File: config.mk
export PLATFORM = sky130hd
export DESIGN_NAME = csei_top
export DESIGN_NICKNAME = d
export VERILOG_FILES = /design/src/core/csei_pkg.sv /design/src/core/csei_group.sv /design/src/core/csei_top.sv
export SDC_FILE = /design/constraint.sdc
export NUM_CORES = 1
export LEC_CHECK = 0
export ABC_CLOCK_PERIOD_IN_PS = 2900
export BUFFER_PORTS_ARGS = -buffer_cell sky130_fd_sc_hd__buf_2
export CELL_PAD_IN_SITES_DETAIL_PLACEMENT = 0
export CELL_PAD_IN_SITES_GLOBAL_PLACEMENT = 1
export CORE_ASPECT_RATIO = 0.75
export CORE_UTILIZATION = 40
export CTS_CLUSTER_DIAMETER = 80
export DETAILED_ROUTE_END_ITERATION = 16
export PLACE_DENSITY_LB_ADDON = 0.1
export SYNTH_ARGS = -nofsm -noshare
export SYNTH_HDL_FRONTEND = slang
export SYNTH_SLANG_ARGS = --single-unit
File: constraint.sdc
create_clock -name clk -period 2.9 [get_ports clk]
set_clock_uncertainty 0.1 [all_clocks]
set_input_delay 0 -clock clk [delete_from_list [all_inputs] [get_ports clk]]
set_output_delay 0 -clock clk [all_outputs]
set_load 0.01 [all_outputs]
File: src/core/csei_pkg.sv
package csei_pkg;
    // Register offsets within the event block (byte addresses on the serial register port)
    localparam logic [7:0] CHG_EVT_SET_OFS = 8'h0A;
    localparam logic [7:0] CHG_EVT_CLR_OFS = 8'h0B;
    localparam logic [7:0] CHG_EN_SET_OFS = 8'h0C;
    localparam logic [7:0] CHG_EN_CLR_OFS = 8'h0D;
    localparam logic [7:0] BAT_EVT_SET_OFS = 8'h0E;
    localparam logic [7:0] BAT_EVT_CLR_OFS = 8'h0F;
    localparam logic [7:0] BAT_EN_SET_OFS = 8'h10;
    localparam logic [7:0] BAT_EN_CLR_OFS = 8'h11;
    localparam logic [7:0] BTN_EVT_SET_OFS = 8'h12;
    localparam logic [7:0] BTN_EVT_CLR_OFS = 8'h13;
    localparam logic [7:0] BTN_EN_SET_OFS = 8'h14;
    localparam logic [7:0] BTN_EN_CLR_OFS = 8'h15;
    // Implemented field widths; upper bits read as zero
    localparam int CHG_BITS = 6;
    localparam int BAT_BITS = 3;
    localparam int BTN_BITS = 4;
    localparam int NUM_GROUPS = 3;
    // Group indices
    localparam int GRP_CHG = 0;
    localparam int GRP_BAT = 1;
    localparam int GRP_BTN = 2;
    // Reset values
    localparam logic [7:0] FLAG_RST = 8'h00;
    localparam logic [7:0] ENABLE_RST = 8'h00;
    // Register kind inside a group of four
    typedef enum logic [3:0] {
        CSEI_EVT_SET = 4'b0001,
        CSEI_EVT_CLR = 4'b0010,
        CSEI_EN_SET = 4'b0100,
        CSEI_EN_CLR = 4'b1000
    } csei_kind_e;
endpackage

File: src/core/csei_group.sv
`timescale 1ns/10ps
// One event group: sticky flags plus interrupt enables, all set/clear by writing ones
module csei_group
    import csei_pkg::*;
#(
    parameter int WIDTH = 6
) (
    // Clock and reset
    input wire logic clk,
    input wire logic rst,
    // Register writes, already decoded to this group
    input wire logic wr_evt_set,
    input wire logic wr_evt_clr,
    input wire logic wr_en_set,
    input wire logic wr_en_clr,
    input wire logic [WIDTH-1:0] wr_data,
    // Hardware event pulses
    input wire logic [WIDTH-1:0] hw_event,
    // State
    output logic [WIDTH-1:0] flags_ff,
    output logic [WIDTH-1:0] enables_ff,
    output logic pending
);
    logic [WIDTH-1:0] nxt_flags;
    logic [WIDTH-1:0] nxt_enables;

    // Set wins over clear, so an event landing on the acknowledge is kept
    always_comb begin
        nxt_flags = flags_ff;
        if (wr_evt_clr) begin
            nxt_flags = nxt_flags & ~wr_data;
        end
        nxt_flags = nxt_flags | hw_event;
        if (wr_evt_set) begin
            nxt_flags = nxt_flags | wr_data;
        end
    end

    always_comb begin
        nxt_enables = enables_ff;
        if (wr_en_set) begin
            nxt_enables = nxt_enables | wr_data;
        end
        if (wr_en_clr) begin
            nxt_enables = nxt_enables & ~wr_data;
        end
    end

    always_ff @(posedge clk or posedge rst) begin
        if (rst) begin
            flags_ff <= FLAG_RST[WIDTH-1:0];
        end else begin
            flags_ff <= nxt_flags;
        end
    end

    always_ff @(posedge clk or posedge rst) begin
        if (rst) begin
            enables_ff <= ENABLE_RST[WIDTH-1:0];
        end else begin
            enables_ff <= nxt_enables;
        end
    end

    assign pending = |(flags_ff & enables_ff);
endmodule // csei_group

File: src/core/csei_top.sv
`timescale 1ns/10ps
// Notes on behaviour
// - Enable-set ones enable supplement, trickle, constant current, constant voltage irqs.
// - Enable-set ones also enable charge-done and charge-fault irqs.
// - Ones at 0xD disable charger status irqs; flags stay untouched.
// - Offset 0xE holds battery flags; writing ones forces them set.
// - Ones at 0xF clear matching battery flags.
// - Ones at 0x10 enable battery irqs, refill-needed included.
// - Ones at 0x11 disable battery irqs.
// - Button press sets flag at 0x12; writing one forces it.
// - Button release sets its flag; writing one forces it.
// - Hold-to-exit sets its flag; writing one forces it.
// - Watchdog warning sets its flag; writing one forces it.
// - Ones at 0x13 clear button and watchdog flags.
// - Ones at 0x14 enable button and watchdog irqs.
// - Ones at 0x15 disable button irqs.
// - Ones at the charger set register force charger flags.
// - Ones at the charger clear register clear charger flags.
module csei_top
    import csei_pkg::*;
(
    // Clock and reset
    input wire logic clk,
    input wire logic rst,
    // Register port from the serial interface
    input wire logic reg_wr,
    input wire logic reg_rd,
    input wire logic [7:0] reg_addr,
    input wire logic [7:0] reg_wdata,
    output logic [7:0] reg_rdata_ff,
    output logic reg_hit,
    // Charger status event pulses
    input wire logic supplement_mode_event,
    input wire logic trickle_charge_start_event,
    input wire logic const_current_start_event,
    input wire logic const_voltage_start_event,
    input wire logic charge_done_event,
    input wire logic charge_fault_event,
    // Battery event pulses
    input wire logic battery_present_event,
    input wire logic battery_missing_event,
    input wire logic battery_refill_needed_event,
    // Ship-hold button and watchdog event pulses
    input wire logic button_down_event,
    input wire logic button_up_event,
    input wire logic button_hold_exit_event,
    input wire logic watchdog_warning_event,
    // Interrupt
    output logic irq
);
    logic [NUM_GROUPS-1:0] grp_sel;
    logic [3:0] kind;
    logic [NUM_GROUPS-1:0] grp_pend;
    logic [CHG_BITS-1:0] chg_flags;
    logic [CHG_BITS-1:0] chg_en;
    logic [BAT_BITS-1:0] bat_flags;
    logic [BAT_BITS-1:0] bat_en;
    logic [BTN_BITS-1:0] btn_flags;
    logic [BTN_BITS-1:0] btn_en;
    logic [7:0] nxt_rdata;
    logic [CHG_BITS-1:0] chg_hw;
    logic [BAT_BITS-1:0] bat_hw;
    logic [BTN_BITS-1:0] btn_hw;
    logic [CHG_BITS+BAT_BITS+BTN_BITS-1:0] all_flags;
    logic [CHG_BITS+BAT_BITS+BTN_BITS-1:0] all_en;

    // Maps an offset to its register kind within a group of four
    function automatic logic [3:0] kind_of(input logic [7:0] a, input logic [7:0] base);
        logic [7:0] d;
        d = a - base;
        kind_of = 4'h0;
        if (a >= base && d < 8'h04) begin
            kind_of = 4'(4'b0001 << d[1:0]);
        end
    endfunction

    always_comb begin
        grp_sel = '0;
        kind = 4'h0;
        if (kind_of(reg_addr, CHG_EVT_SET_OFS) != 4'h0) begin
            grp_sel[GRP_CHG] = 1'b1;
            kind = kind_of(reg_addr, CHG_EVT_SET_OFS);
        end else if (kind_of(reg_addr, BAT_EVT_SET_OFS) != 4'h0) begin
            grp_sel[GRP_BAT] = 1'b1;
            kind = kind_of(reg_addr, BAT_EVT_SET_OFS);
        end else if (kind_of(reg_addr, BTN_EVT_SET_OFS) != 4'h0) begin
            grp_sel[GRP_BTN] = 1'b1;
            kind = kind_of(reg_addr, BTN_EVT_SET_OFS);
        end
    end

    assign reg_hit = |grp_sel;

    // Writes of zero bits are harmless because every register is set/clear by ones
    csei_group #(.WIDTH(CHG_BITS)) u_chg (
        .clk(clk),
        .rst(rst),
        .wr_evt_set(reg_wr && grp_sel[GRP_CHG] && kind == CSEI_EVT_SET),
        .wr_evt_clr(reg_wr && grp_sel[GRP_CHG] && kind == CSEI_EVT_CLR),
        .wr_en_set(reg_wr && grp_sel[GRP_CHG] && kind == CSEI_EN_SET),
        .wr_en_clr(reg_wr && grp_sel[GRP_CHG] && kind == CSEI_EN_CLR),
        .wr_data(reg_wdata[CHG_BITS-1:0]),
        .hw_event({charge_fault_event, charge_done_event, const_voltage_start_event,
                   const_current_start_event, trickle_charge_start_event,
                   supplement_mode_event}),
        .flags_ff(chg_flags),
        .enables_ff(chg_en),
        .pending(grp_pend[GRP_CHG])
    );

    csei_group #(.WIDTH(BAT_BITS)) u_bat (
        .clk(clk),
        .rst(rst),
        .wr_evt_set(reg_wr && grp_sel[GRP_BAT] && kind == CSEI_EVT_SET),
        .wr_evt_clr(reg_wr && grp_sel[GRP_BAT] && kind == CSEI_EVT_CLR),
        .wr_en_set(reg_wr && grp_sel[GRP_BAT] && kind == CSEI_EN_SET),
        .wr_en_clr(reg_wr && grp_sel[GRP_BAT] && kind == CSEI_EN_CLR),
        .wr_data(reg_wdata[BAT_BITS-1:0]),
        .hw_event({battery_refill_needed_event, battery_missing_event,
                   battery_present_event}),
        .flags_ff(bat_flags),
        .enables_ff(bat_en),
        .pending(grp_pend[GRP_BAT])
    );

    csei_group #(.WIDTH(BTN_BITS)) u_btn (
        .clk(clk),
        .rst(rst),
        .wr_evt_set(reg_wr && grp_sel[GRP_BTN] && kind == CSEI_EVT_SET),
        .wr_evt_clr(reg_wr && grp_sel[GRP_BTN] && kind == CSEI_EVT_CLR),
        .wr_en_set(reg_wr && grp_sel[GRP_BTN] && kind == CSEI_EN_SET),
        .wr_en_clr(reg_wr && grp_sel[GRP_BTN] && kind == CSEI_EN_CLR),
        .wr_data(reg_wdata[BTN_BITS-1:0]),
        .hw_event({watchdog_warning_event, button_hold_exit_event, button_up_event,
                   button_down_event}),
        .flags_ff(btn_flags),
        .enables_ff(btn_en),
        .pending(grp_pend[GRP_BTN])
    );

    assign irq = |grp_pend;

    // Set and clear views of a pair both show the same state
    always_comb begin
        nxt_rdata = 8'h00;
        unique case (1'b1)
            grp_sel[GRP_CHG]: begin
                nxt_rdata = (kind[3] | kind[2]) ? {2'b00, chg_en} : {2'b00, chg_flags};
            end
            grp_sel[GRP_BAT]: begin
                nxt_rdata = (kind[3] | kind[2]) ? {5'b00000, bat_en} : {5'b00000, bat_flags};
            end
            grp_sel[GRP_BTN]: begin
                nxt_rdata = (kind[3] | kind[2]) ? {4'h0, btn_en} : {4'h0, btn_flags};
            end
            default: begin
                nxt_rdata = 8'h00;
            end
        endcase
    end

    always_ff @(posedge clk or posedge rst) begin
        if (rst) begin
            reg_rdata_ff <= 8'h00;
        end else if (reg_rd) begin
            reg_rdata_ff <= nxt_rdata;
        end
    end

    a_irq_follows: assert property (@(posedge clk) disable iff (rst)
        irq == |({chg_flags & chg_en, bat_flags & bat_en, btn_flags & btn_en}))
        else $error("irq does not match enabled flags");

    a_chg_en_set: assert property (@(posedge clk) disable iff (rst)
        reg_wr && reg_addr == CHG_EN_SET_OFS |=> (chg_en & $past(reg_wdata[CHG_BITS-1:0]))
        == $past(reg_wdata[CHG_BITS-1:0]))
        else $error("charger enable set failed");

    a_chg_en_clr: assert property (@(posedge clk) disable iff (rst)
        reg_wr && reg_addr == CHG_EN_CLR_OFS |=> (chg_en & $past(reg_wdata[CHG_BITS-1:0])) == '0
        && (chg_flags & $past(chg_flags)) == $past(chg_flags))
        else $error("charger enable clear failed");

    a_bat_force: assert property (@(posedge clk) disable iff (rst)
        reg_wr && reg_addr == BAT_EVT_SET_OFS |=> (bat_flags & $past(reg_wdata[BAT_BITS-1:0]))
        == $past(reg_wdata[BAT_BITS-1:0]))
        else $error("battery force failed");

    a_bat_ack: assert property (@(posedge clk) disable iff (rst)
        reg_wr && reg_addr == BAT_EVT_CLR_OFS && !battery_present_event
        && !battery_missing_event && !battery_refill_needed_event
        |=> (bat_flags & $past(reg_wdata[BAT_BITS-1:0])) == '0)
        else $error("battery ack failed");

    a_btn_press: assert property (@(posedge clk) disable iff (rst)
        button_down_event |=> btn_flags[0])
        else $error("button press not captured");

    a_btn_en_clr: assert property (@(posedge clk) disable iff (rst)
        reg_wr && reg_addr == BTN_EN_CLR_OFS |=> (btn_en & $past(reg_wdata[BTN_BITS-1:0])) == '0)
        else $error("button enable clear failed");

    a_wdog_held: assert property (@(posedge clk) disable iff (rst)
        watchdog_warning_event ##1 !(reg_wr && reg_addr == BTN_EVT_CLR_OFS) |=> btn_flags[3])
        else $error("watchdog flag lost");

    // Event vectors as the checks see them; a hardware set may mask a clear or a zero write
    assign chg_hw = {charge_fault_event, charge_done_event, const_voltage_start_event,
                     const_current_start_event, trickle_charge_start_event,
                     supplement_mode_event};
    assign bat_hw = {battery_refill_needed_event, battery_missing_event, battery_present_event};
    assign btn_hw = {watchdog_warning_event, button_hold_exit_event, button_up_event,
                     button_down_event};
    assign all_flags = {chg_flags, bat_flags, btn_flags};
    assign all_en = {chg_en, bat_en, btn_en};

    a_chg_done_en: assert property (@(posedge clk) disable iff (rst)
        reg_wr && reg_addr == CHG_EN_SET_OFS && reg_wdata[CHG_BITS-1 -: 2] == 2'b11
        |=> chg_en[CHG_BITS-1 -: 2] == 2'b11)
        else $error("charge done or fault enable failed");

    a_chg_force: assert property (@(posedge clk) disable iff (rst)
        reg_wr && reg_addr == CHG_EVT_SET_OFS
        |=> (chg_flags & $past(reg_wdata[CHG_BITS-1:0])) == $past(reg_wdata[CHG_BITS-1:0]))
        else $error("charger force failed");

    a_chg_ack: assert property (@(posedge clk) disable iff (rst)
        reg_wr && reg_addr == CHG_EVT_CLR_OFS && chg_hw == '0
        |=> (chg_flags & $past(reg_wdata[CHG_BITS-1:0])) == '0)
        else $error("charger ack failed");

    a_bat_en_set: assert property (@(posedge clk) disable iff (rst)
        reg_wr && reg_addr == BAT_EN_SET_OFS |=> (bat_en & $past(reg_wdata[BAT_BITS-1:0]))
        == $past(reg_wdata[BAT_BITS-1:0]))
        else $error("battery enable set failed");

    a_bat_en_clr: assert property (@(posedge clk) disable iff (rst)
        reg_wr && reg_addr == BAT_EN_CLR_OFS |=> (bat_en & $past(reg_wdata[BAT_BITS-1:0])) == '0)
        else $error("battery enable clear failed");

    a_btn_release: assert property (@(posedge clk) disable iff (rst)
        button_up_event |=> btn_flags[1])
        else $error("button release not captured");

    a_btn_exit: assert property (@(posedge clk) disable iff (rst)
        button_hold_exit_event |=> btn_flags[2])
        else $error("hold to exit not captured");

    a_btn_force: assert property (@(posedge clk) disable iff (rst)
        reg_wr && reg_addr == BTN_EVT_SET_OFS
        |=> (btn_flags & $past(reg_wdata[BTN_BITS-1:0])) == $past(reg_wdata[BTN_BITS-1:0]))
        else $error("button force failed");

    a_btn_ack: assert property (@(posedge clk) disable iff (rst)
        reg_wr && reg_addr == BTN_EVT_CLR_OFS && btn_hw == '0
        |=> (btn_flags & $past(reg_wdata[BTN_BITS-1:0])) == '0)
        else $error("button ack failed");

    a_btn_en_set: assert property (@(posedge clk) disable iff (rst)
        reg_wr && reg_addr == BTN_EN_SET_OFS |=> (btn_en & $past(reg_wdata[BTN_BITS-1:0]))
        == $past(reg_wdata[BTN_BITS-1:0]))
        else $error("button enable set failed");

    // Only cycles without hardware events, since those may set flags on their own
    a_zero_write: assert property (@(posedge clk) disable iff (rst)
        reg_wr && reg_wdata == 8'h00 && {chg_hw, bat_hw, btn_hw} == '0
        |=> $stable(all_flags) && $stable(all_en))
        else $error("zero write changed state");

    a_en_hold: assert property (@(posedge clk) disable iff (rst)
        !reg_wr |=> $stable(all_en))
        else $error("enable changed without a write");

    // Flags may only gain bits while the host is not writing
    a_flags_keep: assert property (@(posedge clk) disable iff (rst)
        !reg_wr |=> (all_flags & $past(all_flags)) == $past(all_flags))
        else $error("flag lost without a clear");

    a_rd_flags: assert property (@(posedge clk) disable iff (rst)
        reg_rd && reg_addr == BAT_EVT_CLR_OFS |=> reg_rdata_ff == {5'b00000, $past(bat_flags)})
        else $error("flag read returned wrong data");

    a_rd_enables: assert property (@(posedge clk) disable iff (rst)
        reg_rd && reg_addr == BTN_EN_SET_OFS |=> reg_rdata_ff == {4'h0, $past(btn_en)})
        else $error("enable read returned wrong data");

    a_rd_unmapped: assert property (@(posedge clk) disable iff (rst)
        reg_rd && !reg_hit |=> reg_rdata_ff == 8'h00)
        else $error("unmapped read not zero");

    a_rd_hold: assert property (@(posedge clk) disable iff (rst)
        !reg_rd |=> $stable(reg_rdata_ff))
        else $error("read data moved without a read");

    // No disable here: the point is what reset itself leaves behind
    a_reset_zero: assert property (@(posedge clk)
        rst |-> all_flags == '0 && all_en == '0 && reg_rdata_ff == 8'h00 && !irq)
        else $error("state not cleared by reset");

    a_decode_onehot: assert property (@(posedge clk) disable iff (rst)
        $onehot0(grp_sel) && $onehot0(kind) && reg_hit == (kind != 4'h0))
        else $error("register decode not one-hot");
endmodule // csei_top

Word-level counts from Yosys, hierarchy flattened
Index checks and enable logic that the tools add are counted.
- bits of input ports: 33
- output and inout port bits: 10
- bits in registers: 34
- bitwise gates (word level): 22
- multiplexer cells: 30
- magnitude comparators: 6
- eq/ne operators: 4
- add/sub/neg operators: 3
- reductions and logical operators: 23
- shift operators: 3
- operators with widths (cell ; count):
    $mux 4 ; 14
    $mux 6 ; 5
    $lt 8x3->1 const B ; 3
    $and 6x6->6 ; 3
    $logic_and 1x1->1 ; 18
    $or 6x6->6 ; 3
    $pmux 6 s3 ; 1
    $ge 8x4->1 const B ; 2
    $sub 8x4->8 const B ; 2
    $mux 3 ; 5
    $reduce_or 13->1 ; 1
    $and 4x4->4 ; 3
    $or 4x4->4 ; 3
    $reduce_bool 4->1 ; 3
    $shl 1x2->4 const A ; 3
    $and 3x3->3 ; 3
    $or 3x3->3 ; 3
    $ge 8x5->1 const B ; 1
    $sub 8x5->8 const B ; 1
    $not 6->6 ; 1
    $eq 4x1->1 const B ; 1
    $eq 4x2->1 const B ; 1
    $eq 4x3->1 const B ; 1
    $eq 4x4->1 const B ; 1
    other kinds (6) ; 9

Longest topological paths before layout
Gate-level depths: netlist of the first run.
- depth in word-level cells: 19
- mapped depth: 10
- depth with buffers taken out: 7

By module
From an unflattened synthesis of the first run, not the netlist that was laid out.
- cells, all modules: 183
- area total of the unflattened synthesis: 1778.0 µm²
- by module, submodules not included (module ; instances ; seq. area each (µm²) ; area an instance (µm²) ; cells each):
    csei_top ; 1 ; 150.1 ; 747.0 ; 93
    csei_group at u_chg ; 1 ; 300.3 ; 474.2 ; 41
    csei_group at u_btn ; 1 ; 200.2 ; 317.8 ; 28
    csei_group at u_bat ; 1 ; 150.1 ; 239.0 ; 21

Worst setup path after synthesis of the first run
OpenSTA, ideal clock, no wires.
- kind: input to register
- from: in reg_addr[1]
- to: reg (tool-made name)
- path slack: 0.256 ns
- cell stages on the path: 10
- required time: 2.675 ns
- setup time: 0.125 ns
- buffers on the path: 3
- arrival: 2.419 ns
- cells stage by stage: clkbuf_1 -> clkbuf_1 -> inv_1 -> ha_1 -> or4_4 -> nor4_4 -> inv_2 -> buf_6 -> a21oi_1 -> mux2_2
- RTL lines (what ; RTL line ; source):
    start: declaration ; csei_top.sv:28 ; input wire logic [7:0] reg_addr,

Worst setup path in the final report of the first run
- from: in reg_addr[2]
- to: reg u_chg.flags_ff[5]
- cells in the longest elaborated chain, start to end: 16
- ends and longest elaborated chain (what ; RTL line ; source):
    $sub 8x5->8 ; csei_top.sv:70 ; d = a - base;
    $lt 8x3->1 ; csei_top.sv:72 ; if (a >= base && d < 8'h04) begin
    $logic_and 1x1->1 ; csei_top.sv:72 ;
    $mux 4 ; csei_top.sv:72 ;
    $mux 4 ; csei_top.sv:83 ; end else if (kind_of(reg_addr, BAT_EVT_SET_OFS) != 4'h0) begin
    $mux 4 ; csei_top.sv:80 ; if (kind_of(reg_addr, CHG_EVT_SET_OFS) != 4'h0) begin
    $reduce_bool 4->1 ; csei_top.sv:86 ; end else if (kind_of(reg_addr, BTN_EVT_SET_OFS) != 4'h0) begin
    $mux 4 ; csei_top.sv:86 ;
    $mux 4 ; csei_top.sv:83 ;
    $mux 4 ; csei_top.sv:80 ;
    $eq 4x2->1 ; csei_top.sv:99 ; .wr_evt_clr(reg_wr && grp_sel[GRP_CHG] && kind == CSEI_EVT_CLR),
    $logic_and 1x1->1 ; csei_top.sv:99 ;
    $mux 6 ; csei_group.sv:30 ; if (wr_evt_clr) begin
    $or 6x6->6 ; csei_group.sv:33 ; nxt_flags = nxt_flags | hw_event;
    $or 6x6->6 ; csei_group.sv:35 ; nxt_flags = nxt_flags | wr_data;
    $mux 6 * ; csei_group.sv:34 ; if (wr_evt_set) begin
    via u_chg.nxt_flags[5] ; csei_group.sv:24 ; logic [WIDTH-1:0] nxt_flags;
    end signal: assignment ; csei_group.sv:51 ; flags_ff <= FLAG_RST[WIDTH-1:0];
    end signal: assignment ; csei_group.sv:53 ; flags_ff <= nxt_flags;
    end: declaration ; csei_group.sv:20 ; output logic [WIDTH-1:0] flags_ff,
The timed path passes the listed nets; every way through them passes the cells marked *. The select of a mux whose other input is x is not followed.
A chain may end at the register's enable or synchronous reset.

==> results by group, run 1 <==
Timing
  • Hold Fails Final Rpt: 0
  • Max Fclk: ~400 MHz
  • Worst-Margin Slew: between 1 and 1.5 ns
  • Slew Limit Fails: 0
  • RSZ-0062 raised after global routing: no
  • Final Cycle Share: 0.866
  • Setup TNS: 0 ns
  • Final setup viols: 0
  • Setup WS post-layout: slightly below 0.4 ns
  • Relative slew slack: 0.197
  • Min cycle time layout: approximately 2.5 ns

Pwr
  • Gate power share: 0.147
  • Seq pwr share: 0.444
  • Internal power: ~790 uW
  • Clock Power Share: 0.409
  • Worst VDD drop: approximately 380 uV
  • Pleak: approximately 1.1 nW
  • Net Switching: around 270 uW
  • PwrDens: roughly 430 nW/um^2
  • Net Sw Frac: 0.257

Cells and area
  • Fillers: ~440
  • Area growth, synth to finish: 29.3%
  • N_diodes: 0
  • Fraction of layout cells with a size suffix above 1: 0.245
  • Finished Core Util: 0.544
  • Final Net Count: ~300

Floorplan
  • CORE AREA: 4520 sq um
  • DIE WIDTH: about 80 microns
  • Chip Height: ~62 microns
  • Die area: around 5000 sq um
  • FP Rows: 21
  • Initial Utilization: 0.421
  • I/O Pins: 43

Clocking
  • CTS Hold Bufs: 23
  • Cts repair resizes: 0
  • CTS tree: done
  • Worst skew pair latency: just under 0.3 ns
  • Clock transition at the registers of the reported paths: 0.07 ns
  • Postcts setup bufs: 0
  • Max clock buf depth: 2
  • CTS H-tree lvls: 2
  • Sink Count: 32
  • CTS Buf Count: 5
  • Clock Root Buffer: clkbuf_8

Global routing
  • All-Layer GR Usage: 0.236
  • Vias in the first global route: between 1500 and 2000
  • Largest net degree at the start of global routing: 33
  • Remaining global-route overflow: 0
  • Antenna violations before repair: 0
  • First-pass GRT wire length: about 8.5 mm

Run status
  • Outcome: finished, final reports clean

Job
  • Max Cap Violations: 0

Routing
  • DR iter-0 viols: 115
  • DR vias/cell: between 5 and 6
  • # DRC: 0
  • Routed wire length per instance: 17.0 microns
  • Antenna Nets Post-Route: 0
  • Vias: about 1800
  • Drt pass-1 iters: 4
  • Total Wirelength: 5.49 mm

Synthesis
  • Syn Std Cell Area: 1900 sq um
  • Area share of the largest cell type after synthesis: 0.421
  • FF+latch count, synth: 32
  • Syn. warnings: 0
  • Post-Syn Instances: slightly above 200
  • Synth top area cells: dfrtp_1, o21ai_0, mux2_2, nand2_1, mux2i_1
  • Largest area contributor in the netlist: dfrtp_1
  • Seq/Total Area, Yosys: 0.421
  • Distinct cells, synth: 42
  • Post-synthesis average cell area: 9.23 sq um

Place
  • HPWL Detailed: about 3.6 mm
  • IO Port Bufs: 38
  • Pre-CTS WS: 0.442 ns
  • RD Place Congestion: ~0.78

Worst setup path
  • Worst Path Arrival: 2.58 ns
  • Critical path endpoint category: flop
  • Worst Path Required: between 2 and 3 ns
  • Worst-path fanout max: 8
  • Critical path launch point type: primary input
  • Classification of the worst setup path: in -> reg
  • Setup crit start: reg_addr[2]
  • Reg-to-Reg Start: u_chg.flags_ff[5]$_DFF_PP0_

Worst hold path
  • Min-Delay Path Class: in -> reg
  • Hold Startpoint: reg_addr[0]
layer usage:
| layer | wire [microns] | global-route usage | vias to the layer above |
|---|---|---|---|
| li1 | - | - | 869 |
| met1 | 2470 | 0.319 | 882 |
| met2 | 2540 | 0.374 | 66 |
| met3 | 373 | 0.0482 | 14 |
| met4 | 107 | 0.0977 | 0 |
| met5 | 0 | 0 | - |
worst max-delay path, stage by stage:
cell and delay [ns]:
buf_2 0.12, inv_1 0.05, ha_1 0.30, nor4b_1 0.42, and4_1 0.29, or2_1 0.31, a31oi_1 0.16, a311o_1 0.35
dlygate4sd3_1 0.58
path summary, 6_finish.rpt:
path / to / slack, ns / cells past startpoint
max reg2reg: u_chg.flags_ff[5]$_DFF_PP0_ / 1.24 / 4
max in group asynchronous: reg_rdata_ff[4]$_DFFE_PP0P_ / 2.17 / 4
min: flop / 0.07 / 2
min in group asynchronous: async pin / 0.22 / 4
max: u_chg.flags_ff[5]$_DFF_PP0_ / 0.39 / 9
min reg2reg: reg_rdata_ff[3]$_DFFE_PP0P_ / 0.43 / 2
per-stage QoR:
stage,instances,total power [mW],hold WS (ns),cell area [sq um]
after floorplan,207,0.559,0.000838,1910
after global placement,291,0.609,-0.000928,2120
after detailed placement,291,0.613,0.00749,2120
after CTS,322,1.06,0.0695,2460
after global routing,322,1.10,0.0961,2460
final,322,1.06,0.0738,2460
final cells by class:
class / instances / area (sq um) / area share
Tap cell: 57 / 71.3 / 0.0290
Multi-Input combinational cell: 145 / 977 / 0.397
Sequential cell: 32 / 801 / 0.326
Clock inverter: 2 / 35.0 / 0.0142
Clock buffer: 6 / 72.6 / 0.0295
Timing Repair Buffer: 64 / 443 / 0.180
Inverter: 16 / 60.1 / 0.0244
power by group through the flow:
stage	clock network, mW	logic (mW)	registers (mW)
finish	0.434	0.157	0.472
global route	0.457	0.174	0.474
CTS	0.434	0.155	0.472
global placement	0	0.129	0.479
floorplan	0	0.0796	0.480
detailed placement	0	0.133	0.480
cell usage after synthesis, drive strengths merged:
library cell  count
a31oi             6
dfrtp            32
nand3             3
ha                2
mux2              9
a222oi            1
a22oi             2
o22ai             2
conb              1
o21ai            21
a21o              5
buf               3
and3              2
a311o             2
a21oi             8
nor4              2
xnor2             1
mux2i             8
inv              16
and2              2
nor2             10
nor4b             2
a211oi            4
nand2            22
or2               2
nor2b             2
o22a              3
or4               1
o31ai             7
a211o             4
o311ai            5
and4              1
o211a             1
a221oi            2
nand4             1
clkbuf           11
cell usage in the layout, fill, tap and decap left out, types with 3 or more instances in the layout:
master,netlist,routed
mux2_2,9,9
o21ai_0,21,21
buf_4,2,3
a21o_2,3,3
a31oi_1,6,6
o31ai_1,7,7
nand3_1,3,3
nand2_1,22,22
inv_1,15,15
o311ai_0,5,5
dfrtp_1,32,32
clkbuf_8,0,5
o22a_1,3,3
dlygate4sd3_1,0,23
nor2_1,10,10
a211oi_1,4,4
a21oi_1,8,8
mux2i_1,8,8
a211o_1,4,4
buf_2,0,38
cells by family after synthesis:
logic type | share of synthesized area
other | 0.00197
AO/OA/AOI/OAI | 0.261
AND/OR/NAND/NOR | 0.136
flip-flops | 0.421
multiplexers | 0.0954
XOR/XNOR | 0.00461
adder cells (fa/ha/maj) | 0.0132
buffers and inverters | 0.0671
No activity file was read; power rests on OpenSTA's default activity.
==> run 2: changes to the inputs <==
--- a/config.mk
+++ b/config.mk
@@ -7,10 +7,10 @@
 export LEC_CHECK = 0
 export ABC_CLOCK_PERIOD_IN_PS = 2900
 export BUFFER_PORTS_ARGS = -buffer_cell sky130_fd_sc_hd__buf_2
-export CELL_PAD_IN_SITES_DETAIL_PLACEMENT = 0
-export CELL_PAD_IN_SITES_GLOBAL_PLACEMENT = 1
+export CELL_PAD_IN_SITES_DETAIL_PLACEMENT = 2
+export CELL_PAD_IN_SITES_GLOBAL_PLACEMENT = 2
 export CORE_ASPECT_RATIO = 0.75
-export CORE_UTILIZATION = 40
+export CORE_UTILIZATION = 32
 export CTS_CLUSTER_DIAMETER = 80
 export DETAILED_ROUTE_END_ITERATION = 16
 export PLACE_DENSITY_LB_ADDON = 0.1
==> constraint.sdc (replaced) <==
create_clock -name clk -period 2.9 [get_ports clk]
set_clock_uncertainty 0.1 [all_clocks]
set_input_delay 0.435 -clock clk [delete_from_list [all_inputs] [get_ports clk]]
set_output_delay 0.435 -clock clk [all_outputs]
set_load 0.01 [all_outputs]
==> run 2 against run 1 <==
Compared with the run above:
- wire length is 14% higher
- clock-buffer cell count is 2 higher
- die area is 24% higher
==> results by group, run 2 (synthesis results as in run 1) <==
Worst setup path
  • Worst-path fanout max: 13
  • Classification of the worst setup path: in -> out
  • Cell family with most CP delay: simple AND/OR/NAND/NOR gates
  • Most Frequent Cell on Critical Path: buf_2
  • Max incr delay on CP: 0.43 ns
  • Critical path endpoint category: output port
  • CP bufs+invs: 3
  • Worst Path Required: 2.37 ns
  • Worst-path cell chain: buf_2 -> inv_1 -> ha_1 -> nor4b_1 -> nand2_1 -> a21o_1 -> nand4_1 -> buf_2
  • Worst Path Arrival: roughly 2.2 ns
  • CP max-delay cell: nor4b_1
  • Critical path launch point type: primary input

Cells and area
  • Commonest non-fill, non-tap cell in the layout: buf_2
  • Final Net Count: approximately 280
  • Area growth, synth to finish: 18.4%
  • Most frequent cells in the layout: buf_2, dfrtp_1, nand2_1
  • Fraction of layout cells with a size suffix above 1: 0.275
  • N_diodes: 0

Place
  • RD Place Congestion: roughly 0.75
  • IO Port Bufs: 38
  • HPWL Detailed: 4.70 mm
  • Pre-CTS WS: 0.0551 ns

Routing
  • Total Wirelength: roughly 6.2 mm
  • Vias: 1769
  • # DRC: 0
  • Drt pass-1 iters: 4
  • DR iter-0 viols: 51
  • DR vias/cell: ~5.5
  • Antenna Nets Post-Route: 0
  • Routed wire length per instance: between 15 and 20 microns

Global routing
  • Remaining global-route overflow: 0
  • Antenna violations before repair: 0
  • All-Layer GR Usage: 0.219
  • First-pass GRT wire length: roughly 10 mm
  • Largest net degree at the start of global routing: 33
  • Vias in the first global route: 1923

Clocking
  • Postcts setup bufs: 0
  • Clock transition at the registers of the reported paths: roughly 0.070 ns
  • Clock Root Buffer: clkbuf_8
  • CTS Buf Count: 5
  • CTS H-tree lvls: 2
  • Worst skew pair latency: 0.29 ns
  • CTS tree: done
  • Max clock buf depth: 2
  • Sink Count: 32

Floorplan
  • Die area: ~6300 sq um
  • Chip Height: approximately 69 microns
  • FP Rows: 23
  • Initial Utilization: 0.344
  • DIE WIDTH: between 90 and 100 microns
  • I/O Pins: 43
  • CORE AREA: between 5000 and 6000 sq um

Timing
  • Final setup viols: 0
  • Worst-Margin Slew: approximately 0.55 ns
  • Min cycle time layout: approximately 2.7 ns
  • Hold slack: around 0.13 ns
  • Hold Fails Final Rpt: 0
  • Setup WS post-layout: about 0.20 ns
  • Max Fclk: between 300 and 400 MHz
  • Final Cycle Share: 0.931
  • Setup TNS: 0 ns
  • RSZ-0062 raised after global routing: no
  • Slew Limit Fails: 0
  • Relative slew slack: 0.633

Pwr
  • Worst VDD drop: ~170 uV
  • PwrDens: between 400 and 500 nW/um^2
  • Pleak: between 0.9 and 1 nW

Job
  • Max Cap Violations: 0

Worst hold path
  • Min-Delay Path Class: in -> async

Run status
  • Outcome: finished, final reports clean
## run 2: timing repair
item	in CTS	in global routing
gates resized for setup	0	1
endpoints found under the hold margin	0	0
setup endpoints to repair	0	1
hold buffers	0	0
## run 2: layer usage
metal,global-route usage,routed length (microns)
met4,0.0536,39
met5,0,0
met3,0.0559,279
met1,0.274,2940
met2,0.384,2980
## run 2: final timing paths
kind                            cells past startpoint                        start                          end  slack (ns)
min in group clk                                    3   trickle_charge_start_event  u_chg.flags_ff[1]$_DFF_PP0_        0.23
worst max register to register                      4                         flop  reg_rdata_ff[2]$_DFFE_PP0P_        1.65
worst min-delay path                                3                          rst  u_chg.flags_ff[1]$_DFF_PP0_        0.13
worst min register to register                      2  reg_rdata_ff[4]$_DFFE_PP0P_  reg_rdata_ff[4]$_DFFE_PP0P_        0.43
max in group asynchronous                           3                          rst  reg_rdata_ff[0]$_DFFE_PP0P_        2.25
worst max-delay path                                8                  reg_addr[1]                      reg_hit        0.20
## run 2: layout make-up
| type | instances | area, sq um |
|---|---|---|
| inverter | 16 | 60.1 |
| sequential | 32 | 801 |
| timing repair buffer | 43 | 228 |
| tap | 75 | 93.8 |
| fill | 643 | 3270 |
| multi-input combinational | 145 | 980 |
| clock buffer | 8 | 90.1 |
## run 2: tightest hold or removal path, stage by stage
cell and delay, ns:
buf_2 0.09, inv_1 0.04, buf_4 0.38
## run 2: stage by stage
step | std cells | power (mW) | util | instance area (sq um)
2_1_floorplan | 207 | 0.560 | - | 1910
3_3_place_gp | 311 | 0.613 | 0.391 | 2160
3_5_place_dp | 311 | 0.623 | 0.391 | 2160
4_1_cts | 319 | 0.992 | 0.407 | 2250
5_1_grt | 319 | 1.03 | 0.408 | 2250
6_report | 319 | 0.982 | 0.408 | 2250
## run 2: power breakdown
part	switching (mW)	internal (mW)
Combinational	0.0859	0.0555
Sequential	0.0106	0.462
Clock	0.175	0.194
==> run 3: changes to the inputs <==
--- a/config.mk
+++ b/config.mk
@@ -17,3 +17,4 @@
 export SYNTH_ARGS = -nofsm -noshare
 export SYNTH_HDL_FRONTEND = slang
 export SYNTH_SLANG_ARGS = --single-unit
+export TNS_END_PERCENT = 20
==> constraint.sdc (replaced) <==
create_clock -name clk -period 2.9 [get_ports clk]
set_clock_uncertainty 0.1 [all_clocks]
set_input_delay 0.58 -clock clk [delete_from_list [all_inputs] [get_ports clk]]
set_output_delay 0.58 -clock clk [all_outputs]
set_load 0.01 [all_outputs]
==> run 3 against run 2 <==
Compared with the run above:
- clock-buffer cell count down 2
- wire length increased by 2.9%
- combinational power barely moved
- largest power group unchanged
- utilization is 0.34 points higher
- non-clock buffer count grew 2
- die area unchanged
- largest cell class unchanged
==> results by group, run 3 (synthesis results as in run 1) <==
Timing
  • Hold Fails Final Rpt: 0
  • Worst-Margin Slew: between 0.5 and 0.6 ns
  • RSZ-0062 raised after global routing: no
  • Min cycle time layout: ~2.8 ns
  • Relative slew slack: 0.659
  • Max Fclk: roughly 360 MHz
  • Final setup viols: 0
  • Slew Limit Fails: 0
  • Final Cycle Share: 0.967

Cells and area
  • FF+latch area: about 800 sq um
  • Final Net Count: between 200 and 300
  • Multi-input logic area: 996 sq um
  • N_diodes: 0
  • Fraction of layout cells with a size suffix above 1: 0.286
  • Finished Core Util: 0.411
  • Most frequent cells in the layout: buf_2, dfrtp_1, nand2_1
  • Commonest non-fill, non-tap cell in the layout: buf_2
  • Fillers: between 600 and 700
  • Final Instance Area: 2270 sq um
  • Area growth, synth to finish: 19.4%

Global routing
  • All-Layer GR Usage: 0.222
  • First-pass GRT wire length: roughly 10 mm
  • Largest net degree at the start of global routing: 33
  • Antenna violations before repair: 0
  • Vias in the first global route: 2004
  • Remaining global-route overflow: 0

Job
  • Max Cap Violations: 0

Routing
  • Antenna Nets Post-Route: 0
  • Drt pass-1 iters: 4
  • Total Wirelength: 6.42 mm
  • DR vias/cell: approximately 5.6
  • # DRC: 0
  • Vias: roughly 1800
  • Routed wire length per instance: about 20 microns
  • DR iter-0 viols: 44

Worst setup path
  • Critical path endpoint category: output port
  • Worst-path cell chain: buf_2 -> inv_1 -> ha_4 -> or4_4 -> nor4_4 -> inv_2 -> nand4_1 -> buf_2
  • CP max-delay cell: or4_4
  • Worst-path fanout max: 6
  • Max incr delay on CP: ~0.43 ns
  • Most Frequent Cell on Critical Path: buf_2
  • Critical path launch point type: primary input
  • Worst Path Arrival: ~2.1 ns
  • Worst Path Required: roughly 2.2 ns
  • Classification of the worst setup path: in -> out

Place
  • IO Port Bufs: 38
  • HPWL Detailed: 4.76 mm
  • DP Area: roughly 2200 sq um
  • RD Place Congestion: about 0.74

Floorplan
  • Initial Utilization: 0.344
  • Die area: around 6300 sq um
  • CORE AREA: 5530 sq um
  • Chip Height: 68.8 microns
  • DIE WIDTH: ~90 microns
  • FP Rows: 23
  • I/O Pins: 43

Clocking
  • Cts repair resizes: 1
  • Clock transition at the registers of the reported paths: about 0.080 ns
  • Max clock buf depth: 2
  • Worst skew pair latency: 0.29 ns
  • Clock Root Buffer: clkbuf_8
  • CTS Hold Bufs: 0
  • Postcts setup bufs: 0
  • CTS Buf Count: 5
  • CTS tree: done
  • Sink Count: 32
  • CTS H-tree lvls: 2

Pwr
  • PwrDens: between 400 and 500 nW/um^2
  • Pleak: 0.995 nW
  • Worst VDD drop: ~200 uV

Run status
  • Outcome: finished, final reports clean

Worst hold path
  • Min-Delay Path Class: in -> async
==> run 3: power breakdown <==
part / internal (mW) / total (mW) / switching [mW] / leakage (nW)
clock network: 0.163 / 0.340 / 0.176 / 0.0410
registers: 0.462 / 0.473 / 0.0110 / 0.361
logic: 0.0569 / 0.144 / 0.0872 / 0.593
==> run 3: final timing paths <==
path / startpoint / end / depth (start not counted) / slack (ns)
max: reg_addr[1] / reg_hit / 8 / 0.1
min: rst / async pin / 3 / 0.27
max reg2reg: flop / reg_rdata_ff[2]$_DFFE_PP0P_ / 4 / 1.60
min reg2reg: u_btn.flags_ff[3]$_DFF_PP0_ / u_btn.flags_ff[3]$_DFF_PP0_ / 1 / 0.44
max in group asynchronous: rst / reg_rdata_ff[2]$_DFFE_PP0P_ / 3 / 2.09
min in group clk: button_hold_exit_event / u_btn.flags_ff[2]$_DFF_PP0_ / 2 / 0.39
==> run 3: final cells by class <==
cell class | count | area share
sequential | 32 | 0.353
timing repair buffer | 45 | 0.107
clock buffer | 6 | 0.0320
inverter | 16 | 0.0264
tap | 75 | 0.0413
clock inverter | 1 | 0.00220
multi-input combinational | 145 | 0.439
==> run 3: critical path: cells and delay by family <==
| family | cells | cell delay, ns |
|---|---|---|
| adders and majority gates | 1 | 0.18 |
| and+or+nand+nor | 3 | 0.92 |
| buffers and inverters | 4 | 0.44 |
==> run 3: metrics by stage <==
step | setup slack (ns) | setup TNS, ns | total power [mW] | std cells | hold slack [ns]
5_1_grt | 0.0294 | 0 | 0.997 | 320 | 0.312
2_1_floorplan | 0.0208 | 0 | 0.567 | 207 | 0.376
3_5_place_dp | -0.0544 | -0.144 | 0.625 | 313 | 0.406
3_3_place_gp | 0.142 | 0 | 0.615 | 313 | 0.397
4_1_cts | 0.0868 | 0 | 0.963 | 320 | 0.295
6_report | 0.0961 | 0 | 0.956 | 320 | 0.268
==> run 3: per-layer routing <==
layer | vias to the layer above | GRT usage | wire, microns | share of wire
met5 | - | 0 | 0 | 0
met4 | 0 | 0.0595 | 58 | 0.0090
met3 | 6 | 0.0395 | 249 | 0.039
met2 | 29 | 0.409 | 3150 | 0.49
met1 | 930 | 0.274 | 2970 | 0.46
li1 | 826 | - | - | -
